$ cat config.mk
export PLATFORM = sky130hd
export DESIGN_NAME = usart_tx_rx_datapath
export DESIGN_NICKNAME = d
export VERILOG_FILES = /design/src/hdl/usart_pkg.sv /design/src/hdl/usart_bit_timer.sv /design/src/hdl/usart_tx_rx_datapath.sv
export SDC_FILE = /design/constraint.sdc
export NUM_CORES = 1
export LEC_CHECK = 0
export ABC_AREA = 1
export BUFFER_PORTS_ARGS = -buffer_cell sky130_fd_sc_hd__clkbuf_2
export CORE_ASPECT_RATIO = 1.4
export CORE_MARGIN = 5
export CORE_UTILIZATION = 60
export CTS_CLUSTER_DIAMETER = 50
export DETAILED_ROUTE_END_ITERATION = 6
export HOLD_SLACK_MARGIN = 0.02
export PLACE_DENSITY_LB_ADDON = 0.15
export SETUP_SLACK_MARGIN = 0.2
export SLEW_MARGIN = 25
export SYNTH_ARGS = -nofsm -noshare
export SYNTH_HDL_FRONTEND = slang
export SYNTH_SLANG_ARGS = --single-unit
$ cat constraint.sdc
create_clock -name CLK -period 4.6 [get_ports CLK]
set_input_delay 0.23 -clock CLK [delete_from_list [all_inputs] [get_ports CLK]]
set_output_delay 0.23 -clock CLK [all_outputs]
set_load 0.02 [all_outputs]
$ cat src/hdl/usart_pkg.sv
// constants and register layout of the serial transmit and receive datapath
// Notes on behaviour
// - transmit enable hands the transmit pin to the transmitter as serial output
// - synchronous mode clocks the transmitter from the external bit clock pin
// - data write fills the buffer; it moves to shifter when idle or after stop
// - a loaded shifter sends one whole frame at the selected bit rate
// - unused high data bits are ignored for characters shorter than eight bits
// - nine-bit characters take bit eight from tx_bit8, set before the data write
// - tx_buf_empty is one when the buffer is empty, zero while it holds data
// - empty interrupt requested while tx_buf_empty and enabled; data write clears
// - tx_complete sets when the frame has left and the buffer is empty
// - tx_complete clears on interrupt service or on a written one
// - complete interrupt is requested while tx_complete is set and enabled
// - with parity enabled, parity goes after the last data bit, before stop
// - clearing transmit enable waits until buffer and shifter are empty
// - receive enable hands the receive pin to the receiver as serial input
// - synchronous mode samples received bits on the external bit clock
// - reception starts on a valid start bit, then samples each bit at rate
// - the receiver ignores any second stop bit
// - after the first stop bit the character moves to the receive buffer
// - unused high bits read as zero for characters shorter than eight bits
// - frame is low start, 5 to 9 data bits lsb first, parity, stop; idle high
// - parity is xor of data bits, inverted for odd parity
// - async bit period is 16 clocks times divider plus one, 8 at double speed
// - polarity zero changes data on rising edge, samples on falling; else reverse
package usart_pkg;
    localparam int ADDR_W = 3;
    localparam int DATA_W = 8;
    localparam int DIV_W = 12;
    localparam logic [2:0] ADR_CTRL_A = 3'h0;
    localparam logic [2:0] ADR_CTRL_B = 3'h1;
    localparam logic [2:0] ADR_CTRL_C = 3'h2;
    localparam logic [2:0] ADR_BAUD_LO = 3'h3;
    localparam logic [2:0] ADR_BAUD_HI = 3'h4;
    localparam logic [2:0] ADR_DATA = 3'h5;
    // ctrl_status_a
    localparam int A_RX_COMPLETE = 7;
    localparam int A_TX_COMPLETE = 6;
    localparam int A_TX_BUF_EMPTY = 5;
    localparam int A_DOUBLE_SPEED = 1;
    // ctrl_status_b
    localparam int B_TX_COMPLETE_IRQ_EN = 6;
    localparam int B_TX_BUF_EMPTY_IRQ_EN = 5;
    localparam int B_RX_ENABLE = 4;
    localparam int B_TX_ENABLE = 3;
    localparam int B_CHAR_SIZE2 = 2;
    localparam int B_RX_BIT8 = 1;
    localparam int B_TX_BIT8 = 0;
    // ctrl_status_c
    localparam int C_SYNC_MODE = 6;
    localparam int C_PARITY_ENABLE = 5;
    localparam int C_PARITY_ODD_SEL = 4;
    localparam int C_STOP_BITS_SEL = 3;
    localparam int C_CHAR_SIZE_LO = 1;
    localparam int C_CLOCK_POLARITY = 0;
    localparam logic [2:0] CHAR_SIZE_RESET = 3'h3;
    localparam logic [2:0] CHAR_SIZE_NINE = 3'h7;
    localparam logic [3:0] OS_NORMAL = 4'h0F;
    localparam logic [3:0] OS_DOUBLE = 4'h07;
    localparam logic [DIV_W-1:0] BAUD_RESET = 12'h000;
endpackage

$ cat src/hdl/usart_bit_timer.sv
// bit rate and external clock edge generator for the serial datapath
`timescale 1ns/1ps
module usart_bit_timer #(
    parameter int DIV_W = usart_pkg::DIV_W
) (
    input wire logic CLK,
    input wire logic RST,
    input wire logic [DIV_W-1:0] div,
    input wire logic double_speed,
    input wire logic sync_mode,
    input wire logic clock_polarity,
    input wire logic xck_pin,
    output logic os_tick,
    output logic tx_tick
);
    import usart_pkg::*;

    if (DIV_W < 1 || DIV_W > 16) begin : g_div_w_check
        $error("divider width out of range");
    end

    typedef struct packed {
        logic [DIV_W-1:0] cnt;
        logic [3:0] sub;
        logic x1;
        logic x2;
        logic x3;
    } timer_type;

    timer_type st;
    timer_type next_st;
    logic rise;
    logic fall;

    assign rise = st.x2 & ~st.x3;
    assign fall = ~st.x2 & st.x3;

    always_comb begin
        // sync: data changes on one edge, samples on the other
        if (sync_mode) begin
            os_tick = clock_polarity ? rise : fall;
            tx_tick = clock_polarity ? fall : rise;
        end else begin
            os_tick = (st.cnt == '0);
            tx_tick = (st.cnt == '0) && (st.sub == 4'h0);
        end
    end

    always_comb begin
        next_st = st;
        next_st.x1 = xck_pin;
        next_st.x2 = st.x1;
        next_st.x3 = st.x2;
        if (st.cnt == '0) begin
            next_st.cnt = div;
            if (st.sub == 4'h0) begin
                next_st.sub = double_speed ? OS_DOUBLE : OS_NORMAL;
            end else begin
                next_st.sub = st.sub - 4'h1;
            end
        end else begin
            next_st.cnt = st.cnt - 1'b1;
        end
    end

    always_ff @(posedge CLK or posedge RST) begin
        if (RST) begin
            st <= '0;
        end else begin
            st <= next_st;
        end
    end
endmodule

$ cat src/hdl/usart_tx_rx_datapath.sv
// serial transmitter and receiver front end with register port
`timescale 1ns/1ps
module usart_tx_rx_datapath (
    input wire logic CLK,
    input wire logic RST,
    input wire logic [usart_pkg::ADDR_W-1:0] ADDR,
    input wire logic [usart_pkg::DATA_W-1:0] WDATA,
    input wire logic WR,
    input wire logic RD,
    output logic [usart_pkg::DATA_W-1:0] RDATA,
    output logic TXD_OUT,
    output logic TXD_OE,
    input wire logic RXD_IN,
    output logic RX_OWN,
    input wire logic XCK_IN,
    output logic IRQ_TX_EMPTY,
    output logic IRQ_TX_DONE,
    input wire logic IRQ_TX_DONE_ACK
);
    import usart_pkg::*;

    typedef enum logic [1:0] {RX_IDLE, RX_START, RX_BITS} rx_state_type;

    typedef struct packed {
        logic double_speed;
        logic tx_complete;
        logic tx_complete_irq_en;
        logic tx_buf_empty_irq_en;
        logic rx_enable;
        logic tx_enable;
        logic [2:0] char_size;
        logic tx_bit8;
        logic sync_mode;
        logic parity_enable;
        logic parity_odd_sel;
        logic stop_bits_sel;
        logic clock_polarity;
        logic [DIV_W-1:0] baud_div;
        logic [8:0] tx_buf;
        logic tx_full;
        logic [12:0] tx_shift;
        logic [3:0] tx_left;
        logic tx_active;
        logic rx_sync1;
        logic rx_sync2;
        rx_state_type rx_state;
        logic [3:0] rx_cnt;
        logic [3:0] rx_bits;
        logic [10:0] rx_shift;
        logic [8:0] rx_buf;
        logic rx_full;
        logic [DATA_W-1:0] rdata;
    } state_type;

    state_type st;
    state_type next_st;
    logic os_tick;
    logic tx_tick;
    logic [3:0] n_data;
    logic [3:0] rx_total;
    logic [3:0] os_full;
    logic [3:0] os_half;
    logic rx_bit;
    logic [10:0] rx_aligned;
    logic [12:0] frame;
    logic [3:0] frame_len;

    // number of data bits for a character size code
    function automatic logic [3:0] data_bits(input logic [2:0] cs);
        if (cs == CHAR_SIZE_NINE) begin
            data_bits = 4'h9;
        end else begin
            data_bits = 4'h5 + {2'b00, cs[1:0]};
        end
    endfunction

    // keeps only the data bits in use
    function automatic logic [8:0] data_mask(input logic [3:0] n);
        data_mask = 9'h1FF >> (4'h9 - n);
    endfunction

    usart_bit_timer #(
        .DIV_W(DIV_W)
    ) timer (
        .CLK(CLK),
        .RST(RST),
        .div(st.baud_div),
        .double_speed(st.double_speed),
        .sync_mode(st.sync_mode),
        .clock_polarity(st.clock_polarity),
        .xck_pin(XCK_IN),
        .os_tick(os_tick),
        .tx_tick(tx_tick)
    );

    assign n_data = data_bits(st.char_size);
    assign rx_total = n_data + {3'b000, st.parity_enable} + 4'h1;
    assign os_full = st.double_speed ? OS_DOUBLE : OS_NORMAL;
    assign os_half = os_full >> 1;
    assign rx_bit = st.rx_sync2;
    assign rx_aligned = {rx_bit, st.rx_shift[10:1]} >> (4'hB - rx_total);

    // frame image lsb first, padded with idle ones
    always_comb begin
        logic [8:0] d;
        logic [3:0] pos;
        d = st.tx_buf & data_mask(n_data);
        pos = n_data + 4'h1;
        frame = 13'h1FFF;
        frame[0] = 1'b0;
        for (int i = 0; i < 9; i++) begin
            if (4'(i) < n_data) begin
                frame[i + 1] = d[i];
            end
        end
        if (st.parity_enable) begin
            frame[pos] = (^d) ^ st.parity_odd_sel;
        end
        frame_len = pos + {3'b000, st.parity_enable} + 4'h1
            + {3'b000, st.stop_bits_sel};
    end

    always_comb begin
        next_st = st;
        next_st.rx_sync1 = RXD_IN;
        next_st.rx_sync2 = st.rx_sync1;

        // transmitter: shift, reload straight after the last stop bit
        if (tx_tick) begin
            if (st.tx_active && st.tx_left > 4'h1) begin
                next_st.tx_shift = {1'b1, st.tx_shift[12:1]};
                next_st.tx_left = st.tx_left - 4'h1;
            end else if (st.tx_full) begin
                next_st.tx_shift = frame;
                next_st.tx_left = frame_len;
                next_st.tx_active = 1'b1;
                next_st.tx_full = 1'b0;
            end else begin
                next_st.tx_active = 1'b0;
            end
        end

        // receiver
        if (!st.rx_enable) begin
            next_st.rx_state = RX_IDLE;
            next_st.rx_full = 1'b0;
        end else if (os_tick) begin
            unique case (st.rx_state)
                RX_IDLE: begin
                    next_st.rx_cnt = 4'h0;
                    next_st.rx_bits = 4'h0;
                    if (!rx_bit) begin
                        next_st.rx_state = st.sync_mode ? RX_BITS : RX_START;
                    end
                end
                RX_START: begin
                    next_st.rx_cnt = st.rx_cnt + 4'h1;
                    if (st.rx_cnt == os_half - 4'h1) begin
                        next_st.rx_cnt = 4'h0;
                        next_st.rx_state = rx_bit ? RX_IDLE : RX_BITS;
                    end
                end
                RX_BITS: begin
                    next_st.rx_cnt = st.rx_cnt + 4'h1;
                    if (st.sync_mode || st.rx_cnt == os_full) begin
                        next_st.rx_cnt = 4'h0;
                        next_st.rx_shift = {rx_bit, st.rx_shift[10:1]};
                        next_st.rx_bits = st.rx_bits + 4'h1;
                        if (st.rx_bits + 4'h1 == rx_total) begin
                            // first stop bit in: hand over the character
                            next_st.rx_buf = rx_aligned[8:0]
                                & data_mask(n_data);
                            next_st.rx_full = 1'b1;
                            next_st.rx_state = RX_IDLE;
                        end
                    end
                end
            endcase
        end

        // register writes
        if (IRQ_TX_DONE_ACK) begin
            next_st.tx_complete = 1'b0;
        end
        if (WR) begin
            unique case (ADDR)
                ADR_CTRL_A: begin
                    next_st.double_speed = WDATA[A_DOUBLE_SPEED];
                    if (WDATA[A_TX_COMPLETE]) begin
                        next_st.tx_complete = 1'b0;
                    end
                end
                ADR_CTRL_B: begin
                    next_st.tx_complete_irq_en = WDATA[B_TX_COMPLETE_IRQ_EN];
                    next_st.tx_buf_empty_irq_en = WDATA[B_TX_BUF_EMPTY_IRQ_EN];
                    next_st.rx_enable = WDATA[B_RX_ENABLE];
                    next_st.tx_enable = WDATA[B_TX_ENABLE];
                    next_st.char_size[2] = WDATA[B_CHAR_SIZE2];
                    next_st.tx_bit8 = WDATA[B_TX_BIT8];
                end
                ADR_CTRL_C: begin
                    next_st.sync_mode = WDATA[C_SYNC_MODE];
                    next_st.parity_enable = WDATA[C_PARITY_ENABLE];
                    next_st.parity_odd_sel = WDATA[C_PARITY_ODD_SEL];
                    next_st.stop_bits_sel = WDATA[C_STOP_BITS_SEL];
                    next_st.char_size[1:0] = WDATA[C_CHAR_SIZE_LO +: 2];
                    next_st.clock_polarity = WDATA[C_CLOCK_POLARITY];
                end
                ADR_BAUD_LO: begin
                    next_st.baud_div[7:0] = WDATA;
                end
                ADR_BAUD_HI: begin
                    next_st.baud_div[DIV_W-1:8] = WDATA[DIV_W-9:0];
                end
                ADR_DATA: begin
                    if (st.tx_enable) begin
                        next_st.tx_buf = {st.tx_bit8, WDATA};
                        next_st.tx_full = 1'b1;
                    end
                end
                default: begin
                end
            endcase
        end

        // frame ended with nothing waiting: set wins over any clear
        if (tx_tick && st.tx_active && st.tx_left == 4'h1 && !st.tx_full) begin
            next_st.tx_complete = 1'b1;
        end

        // register reads, answered next cycle
        next_st.rdata = '0;
        if (RD) begin
            unique case (ADDR)
                ADR_CTRL_A: begin
                    next_st.rdata[A_RX_COMPLETE] = st.rx_full;
                    next_st.rdata[A_TX_COMPLETE] = st.tx_complete;
                    next_st.rdata[A_TX_BUF_EMPTY] = !st.tx_full;
                    next_st.rdata[A_DOUBLE_SPEED] = st.double_speed;
                end
                ADR_CTRL_B: begin
                    next_st.rdata[B_TX_COMPLETE_IRQ_EN] = st.tx_complete_irq_en;
                    next_st.rdata[B_TX_BUF_EMPTY_IRQ_EN] = st.tx_buf_empty_irq_en;
                    next_st.rdata[B_RX_ENABLE] = st.rx_enable;
                    next_st.rdata[B_TX_ENABLE] = st.tx_enable;
                    next_st.rdata[B_CHAR_SIZE2] = st.char_size[2];
                    next_st.rdata[B_RX_BIT8] = st.rx_buf[8];
                    next_st.rdata[B_TX_BIT8] = st.tx_bit8;
                end
                ADR_CTRL_C: begin
                    next_st.rdata[C_SYNC_MODE] = st.sync_mode;
                    next_st.rdata[C_PARITY_ENABLE] = st.parity_enable;
                    next_st.rdata[C_PARITY_ODD_SEL] = st.parity_odd_sel;
                    next_st.rdata[C_STOP_BITS_SEL] = st.stop_bits_sel;
                    next_st.rdata[C_CHAR_SIZE_LO +: 2] = st.char_size[1:0];
                    next_st.rdata[C_CLOCK_POLARITY] = st.clock_polarity;
                end
                ADR_BAUD_LO: begin
                    next_st.rdata = st.baud_div[7:0];
                end
                ADR_BAUD_HI: begin
                    next_st.rdata[DIV_W-9:0] = st.baud_div[DIV_W-1:8];
                end
                ADR_DATA: begin
                    next_st.rdata = st.rx_buf[7:0];
                    if (!(os_tick && st.rx_state == RX_BITS
                          && next_st.rx_state == RX_IDLE)) begin
                        next_st.rx_full = 1'b0;
                    end
                end
                default: begin
                end
            endcase
        end
    end

    always_ff @(posedge CLK or posedge RST) begin
        if (RST) begin
            st <= '0;
            st.char_size <= CHAR_SIZE_RESET;
            st.baud_div <= BAUD_RESET;
            st.rx_sync1 <= 1'b1;
            st.rx_sync2 <= 1'b1;
            st.rx_state <= RX_IDLE;
        end else begin
            st <= next_st;
        end
    end

    assign RDATA = st.rdata;
    assign TXD_OUT = st.tx_active ? st.tx_shift[0] : 1'b1;
    assign TXD_OE = st.tx_enable | st.tx_active | st.tx_full;
    assign RX_OWN = st.rx_enable;
    assign IRQ_TX_EMPTY = st.tx_buf_empty_irq_en & !st.tx_full;
    assign IRQ_TX_DONE = st.tx_complete_irq_en & st.tx_complete;

    a_pin_owned: assert property (
        @(posedge CLK) disable iff (RST)
        st.tx_enable |-> TXD_OE)
        else $error("transmit pin not driven while enabled");

    a_disable_waits: assert property (
        @(posedge CLK) disable iff (RST)
        (st.tx_full || st.tx_active) |-> TXD_OE)
        else $error("transmit pin released with data pending");

    a_write_fills: assert property (
        @(posedge CLK) disable iff (RST)
        (WR && ADDR == ADR_DATA && st.tx_enable) |=> st.tx_full)
        else $error("data write did not fill the buffer");

    a_start_low: assert property (
        @(posedge CLK) disable iff (RST)
        $rose(st.tx_active) |-> !TXD_OUT
            && (!st.tx_full || $past(WR && ADDR == ADR_DATA)))
        else $error("frame did not open with a low start bit");

    a_idle_high: assert property (
        @(posedge CLK) disable iff (RST)
        !st.tx_active |-> TXD_OUT)
        else $error("line not idle high");

    a_done_sets: assert property (
        @(posedge CLK) disable iff (RST)
        (tx_tick && st.tx_active && st.tx_left == 4'h1 && !st.tx_full)
        |=> st.tx_complete && !st.tx_active)
        else $error("transmit complete not flagged");

    a_ack_clears: assert property (
        @(posedge CLK) disable iff (RST)
        (IRQ_TX_DONE_ACK && !tx_tick) |=> !st.tx_complete)
        else $error("transmit complete not cleared");

    a_char_stored: assert property (
        @(posedge CLK) disable iff (RST)
        (st.rx_enable && os_tick && st.rx_state == RX_BITS
         && (st.sync_mode || st.rx_cnt == os_full)
         && st.rx_bits + 4'h1 == rx_total)
        |=> st.rx_full && st.rx_state == RX_IDLE)
        else $error("received character not stored");

    a_read_masked: assert property (
        @(posedge CLK) disable iff (RST)
        ($past(RD) && $past(ADDR) == ADR_DATA && st.char_size == 3'h0)
        |-> RDATA[7:5] == 3'h0)
        else $error("unused received bits not zero");
endmodule

==> results of run 1 <==
## logic make-up (layout without fill, tap and decap cells)
kind of cell	Yosys count	after routing	share of synthesized area (%)
adder cells (fa/ha/maj)	25	25	4.86
AND/OR/NAND/NOR	380	380	24.5
XOR/XNOR	16	16	2.13
AO/OA/AOI/OAI	187	187	15.8
buffers and inverters	152	188	9.37
flip-flops	114	114	43.3
## placed cells by master, fill, tap and decap left out, types with 15 or more instances in the layout
master	netlist	final
a21oi_1	40	40
nor2_1	64	64
o21ai_0	93	93
inv_1	116	115
clkbuf_16	0	17
dfrtp_1	110	110
o21ai_1	15	15
ha_1	24	24
nand3_1	35	35
nand2_1	236	236
clkbuf_2	0	30
## final cells by class
| class | count | area [um^2] |
|---|---|---|
| clock buffer | 17 | 425 |
| clock inverter | 15 | 195 |
| fill | 892 | 3390 |
| inverter | 121 | 457 |
| multi-input combinational | 608 | 3120 |
| sequential | 114 | 2860 |
| tap | 141 | 176 |
| timing repair buffer | 35 | 195 |
## sequential cells by signal (all words and copies together) (netlist names)
name	count
RDATA	8
rx_bit	1
next_st	1
timer.next_st	2
timer.st	17
RX_OWN	1
st	84
## cell usage after synthesis, types with 5 or more instances
library cell,instances,area share (%)
nand2_1,236,13
inv_1,116,6.6
dfrtp_1,110,42
o21ai_0,93,7.1
nor2_1,64,3.6
a21oi_1,40,3.0
nand3_1,35,2.7
ha_1,24,4.6
o21ai_1,15,1.1
clkbuf_1,14,0.80
nand4_1,9,0.85
xnor2_1,9,1.2
buf_2,8,0.61
buf_4,8,0.91
nor3_1,7,0.53
xor2_1,7,0.93
o22ai_1,6,0.57
inv_2,5,0.28
nand2_2,5,0.47
nand3b_1,5,0.57
## metal layers
metal,up-vias,part of all wire (%),global-route usage [%]
met4,0,4.2,12.0
met5,-,0,0
met3,51,5.1,4.68
met2,212,52,47.3
met1,2782,38,30.4
li1,2867,-,-
## power breakdown
group          switching [W]  internal [W]  leakage (nW)
Clock               0.000519      0.000868         0.298
Combinational       0.000923      0.000488          1.92
Sequential          0.000189       0.00122          1.45
Total                0.00163       0.00258          3.67
## critical path: cells and delay by family (launching register included)
family / cells / cell delay, ns
AOI/OAI and AO/OA: 2 / 0.44
DFF: 1 / 0.57
adders and majority gates: 3 / 0.92
buffers and inverters: 3 / 0.43
and+or+nand+nor: 7 / 0.99
## worst paths after layout
path | start | to | cells after the start
max | st[87] | st[9] | 15
min | RST | st[36] | 2
max reg2reg | st[87] | st[9] | 15
min reg2reg | timer.next_st[1] | timer.next_st[0] | 0
max in group asynchronous | RST | st[88] | 3
min in group CLK | RD | RDATA[7] | 3
## metrics by stage
step / power [W] / hold WS, ns
after detailed placement: 0.00280 / 0.321
after global routing: 0.00448 / 0.103
after floorplan: 0.00246 / 0.234
after CTS: 0.00420 / 0.0379
after global placement: 0.00274 / 0.321
final: 0.00421 / -0.0150
==> results by group, run 1 <==
Setup path
  – Slowest stage cell on the critical path: dfstp_2
  – CP arrival: 3.76 ns
  – Crit-path max cell delay: 0.57 ns
  – Kind of critical path: reg2reg
  – Required @ worst endpoint: 4.92 ns
  – R2R setup slack: 1.16 ns
  – Crit Path Max Fanout: 17
  – Startpoint Class: flop
  – Crit-path cells: ha_1 > nand2_1 > nand2_1 > inv_1 > ha_1 > inv_1 > ha_1 > inv_1 > nand2_1 > nand4_1 > nor2_1 > nand2_1 > a21oi_1 > nand3_2 > o31ai_1
  – CP endpoint kind: flop
  – Cell mode on critical path: nand2_1

Clock tree
  – Total CTS buffers: 17
  – Post-CTS Hold Fix Bufs: 3
  – CTS tree: done
  – Clock root cell: clkbuf_16
  – Htree depth: 4
  – Clk_lat worst skew: 0.42 ns
  – Post-CTS Resized: 0
  – CTS Sinks: 114
  – Clock transition at the registers of the reported paths: 0.06 ns
  – Postcts setup bufs: 0
  – CTS max path bufs: 2

Layout
  – Design area: 7420 um^2
  – Fin cells: 1051
  – NumNets Final: 940
  – Fin util: 68.7%
  – Layout area overhead: 12.6%
  – Number of antenna diodes: 0
  – Layout cells sized above 1: 10.7%

Logic synthesis
  – Mapped Area: 6590 um^2
  – Warnings, synthesis: 0
  – Syn nets: 917
  – Avg Inst Size Synth: 7.54 um^2
  – Sequential area share after synthesis: 43.3%
  – Post-synthesis cell type count: 50
  – FF+latch count, synth: 114
  – Post-synth EDFFs: 0
  – Most used DFF post-synth: dfrtp_1
  – Post-Synthesis Cells: 874
  – Synth async-reset ratio: 100%

Placement
  – # port buffers: 30
  – Placed cells: 1016
  – Hpwl dp: 12.2 mm
  – GP Congestion: 0.949
  – Post-place setup slack: 1.19 ns
  – Cell Area, Placed: 6770 um^2

Run status
  – Status: finished, violations left
  – Failing checks: negative hold slack

Timing
  – Worst slew margin: 38.5%
  – Max Transition Viols Final: 0
  – Smallest hold slack: -0.0150 ns
  – Setup WS post-layout: 1.16 ns
  – Setup Skew: 0.00504 ns
  – Min Tclk post-route: 3.44 ns
  – F_max: 290 MHz
  – Period utilisation layout: 74.9%
  – Fin Setup TNS: 0 ns
  – Least-Margin Pin Slew: 0.923 ns
  – RSZ-0062 raised after global routing: false
  – Setup-failing EPs final: 0
  – Final hold violations: 4

Detailed routing
  – Routed Antenna Nets: 0
  – Drc violations: 0
  – DRT Pass-1 Iters: 7
  – DRT iter0 DRCs: 438
  – Routed WL per cell: 16.0 um
  – Final WL: 16.8 mm
  – Via/cell ratio: 5.63
  – DR vias: 5912

Floorplan
  – Die height: 134 um
  – Initial Util: 61.0%
  – Total die area: 13200 um^2
  – DIE WIDTH: 98.6 um
  – # IOs: 31
  – Site Rows: 45
  – Core box area: 10800 um^2

Power
  – Max VDD drop: 0.000284 V
  – Leak pwr: 3.67 nW
  – PwrDens: 567 nW/um^2

Job
  – Max Cap Viol: 0

Global route
  – Total global-route track usage: 26.4%
  – Overflow after GRT: 0
  – Number of global-route vias before repair: 5899
  – Initial antenna violation count: 0
  – Largest net degree at the start of global routing: 75
  – Global-route wire length before repair: 27.9 mm

Hold path
  – Hold/Removal Path Class: in2async
No activity file was read; power rests on OpenSTA's default activity.
==> run 2: changes to the inputs <==
--- a/config.mk
+++ b/config.mk
@@ -9,7 +9,7 @@
 export BUFFER_PORTS_ARGS = -buffer_cell sky130_fd_sc_hd__clkbuf_2
 export CORE_ASPECT_RATIO = 1.4
 export CORE_MARGIN = 5
-export CORE_UTILIZATION = 60
+export CORE_UTILIZATION = 56
 export CTS_CLUSTER_DIAMETER = 50
 export DETAILED_ROUTE_END_ITERATION = 6
 export HOLD_SLACK_MARGIN = 0.02
==> constraint.sdc (replaced) <==
create_clock -name CLK -period 2.75 [get_ports CLK]
set_input_delay 0.1375 -clock CLK [delete_from_list [all_inputs] [get_ports CLK]]
set_output_delay 0.1375 -clock CLK [all_outputs]
set_load 0.02 [all_outputs]
==> run 2 against run 1 <==
  * The run now ends clean
  * Non-clock buffer count is 51 higher
  * Combinational power is 120% higher
  * Sequential cell count stayed put
  * Clock skew is 0.0016 ns higher
  * Cell count is 5.6% higher
  * Critical path depth is 3 higher
  * Design area is 11% higher
  * Sequential power is 67% higher
  * Worst hold slack better by 0.064 ns
  * Core utilization is 1.7 points higher
  * Total power is 83% higher
  * Maximum frequency is 32% higher
==> results by group, run 2 (synthesized netlist as in run 1, its figures left out) <==
Clock tree
  – CTS tree: done
  – Clock transition at the registers of the reported paths: 0.06 ns
  – Clock root cell: clkbuf_16
  – CTS max path bufs: 2
  – CTS Sinks: 114
  – Total CTS buffers: 17
  – Clk_lat worst skew: 0.42 ns
  – Htree depth: 4

Global route
  – Global-route wire length before repair: 28.6 mm
  – Total global-route track usage: 25.7%
  – Largest net degree at the start of global routing: 43
  – Overflow after GRT: 0
  – Number of global-route vias before repair: 5951
  – Initial antenna violation count: 0

Setup path
  – Reg2reg path depth: 18
  – R2R setup slack: 0.13 ns
  – Crit-path cells: ha_4 > nand2_4 > nand2_4 > inv_4 > ha_4 > inv_4 > ha_4 > inv_2 > nand2_2 > nand2_2 > nand2_1 > nand2_1 > nor2_1 > nand2_2 > a21oi_4 > nand3_4 > nand2_1 > o21ai_2
  – Worst r2r dst: st[17]
  – Startpoint Class: flop
  – Worst r2r src: st[87]
  – CP endpoint kind: flop
  – Kind of critical path: reg2reg
  – CP arrival: 2.92 ns
  – Crit-path max cell delay: 0.56 ns
  – Slowest stage cell on the critical path: dfstp_2
  – Crit Path Max Fanout: 5
  – Required @ worst endpoint: 3.05 ns

Floorplan
  – # IOs: 31
  – Initial Util: 56.3%
  – Total die area: 14100 um^2
  – Site Rows: 47
  – Core box area: 11700 um^2
  – Die height: 138 um
  – DIE WIDTH: 102 um

Layout
  – Fin util: 70.4%
  – Design area: 8240 um^2
  – Fin cells: 1110
  – NumNets Final: 993
  – Number of antenna diodes: 0
  – Layout area overhead: 24.9%
  – Reg with most FFs: st
  – Most frequent cells in the layout: nand2_1, dfrtp_1, inv_1
  – Max reg flops: 84
  – Layout cells sized above 1: 21.6%
  – Commonest non-fill, non-tap cell in the layout: nand2_1

Hold path
  – Hold Path End: st[65]
  – Worst hold start: WDATA[5]
  – Hold/Removal Path Class: in2reg
  – Worst hold stages: 3

Timing
  – Least-Margin Pin Slew: 0.778 ns
  – F_max: 382 MHz
  – Min Tclk post-route: 2.62 ns
  – Max Transition Viols Final: 0
  – Fin Setup TNS: 0 ns
  – Final hold violations: 0
  – Worst slew margin: 48.0%
  – RSZ-0062 raised after global routing: true
  – Setup Skew: 0.00665 ns
  – Period utilisation layout: 95.1%
  – Setup-failing EPs final: 0

Detailed routing
  – Final WL: 18.4 mm
  – DRT Pass-1 Iters: 6
  – DRT iter0 DRCs: 470
  – Routed WL per cell: 16.6 um
  – DR vias: 6245
  – Drc violations: 0
  – Routed Antenna Nets: 0
  – Via/cell ratio: 5.63

Power
  – Pwr Total: 0.00771 W
  – Leak pwr: 4.00 nW
  – Max VDD drop: 0.000523 V
  – PwrDens: 937 nW/um^2

Placement
  – Cell Area, Placed: 6960 um^2
  – Hpwl dp: 12.6 mm
  – Placed cells: 1034
  – # port buffers: 30
  – GP Congestion: 0.934

Job
  – Max Cap Viol: 0

Run status
  – Status: complete, no violations
## run 2: worst max-delay path by stage
| stage | slack [ns] | to | start |
|---|---|---|---|
| 2_1_floorplan | 0.19 | st[9] | st[87] |
| 3_3_place_gp | -0.19 | st[46] | st[87] |
| 3_5_place_dp | -0.21 | st[46] | st[87] |
| 4_1_cts | 0.19 | st[46] | st[88] |
| 5_1_grt | 0.05 | st[17] | st[87] |
| 6_report | 0.13 | st[17] | st[87] |
## run 2: what timing repair did
item	4_1_cts	5_1_grt
gates resized for setup	29	52
gates cloned	0	2
hold buffers	6	0
pin swaps	11	32
endpoints found under the hold margin	37	0
setup buffers	13	23
setup endpoints to repair	24	31
## run 2: metrics by stage
step           worst slack [ns]  hold slack (ns)
3_5_place_dp             -0.212            0.226
5_1_grt                  0.0513           0.0729
2_1_floorplan             0.187            0.142
6_report                  0.134           0.0492
4_1_cts                   0.192           0.0361
3_3_place_gp             -0.187            0.226
## run 2: worst max-delay path: cells and delay by family, from the launching register on
family | cells | cell delay (ns)
simple gates | 10 | 0.98
compound gates | 2 | 0.35
fa+ha+maj | 3 | 0.45
buf+inv | 3 | 0.15
flops | 1 | 0.56
## run 2: report_power, final
part,leakage [nW],internal [W],switching [W]
clock,0.284,0.00137,0.000848
combinational,2.26,0.00126,0.00188
sequential,1.45,0.00205,0.000318
total,4.00,0.00467,0.00304
## run 2: cell type report
class	count	area, um^2
multi-input cells	610	3520
fillers	893	3470
clock buffers	18	439
inverters	121	470
well taps	147	184
flip-flops and latches	114	2860
clock inverters	14	154
repair buffers	86	612
## run 2: layer usage
layer	part of all wire, %	track usage, %
met3	4.7	6.05
met2	53	44.5
met1	37	29.2
met4	5.3	12.3
met5	0	0
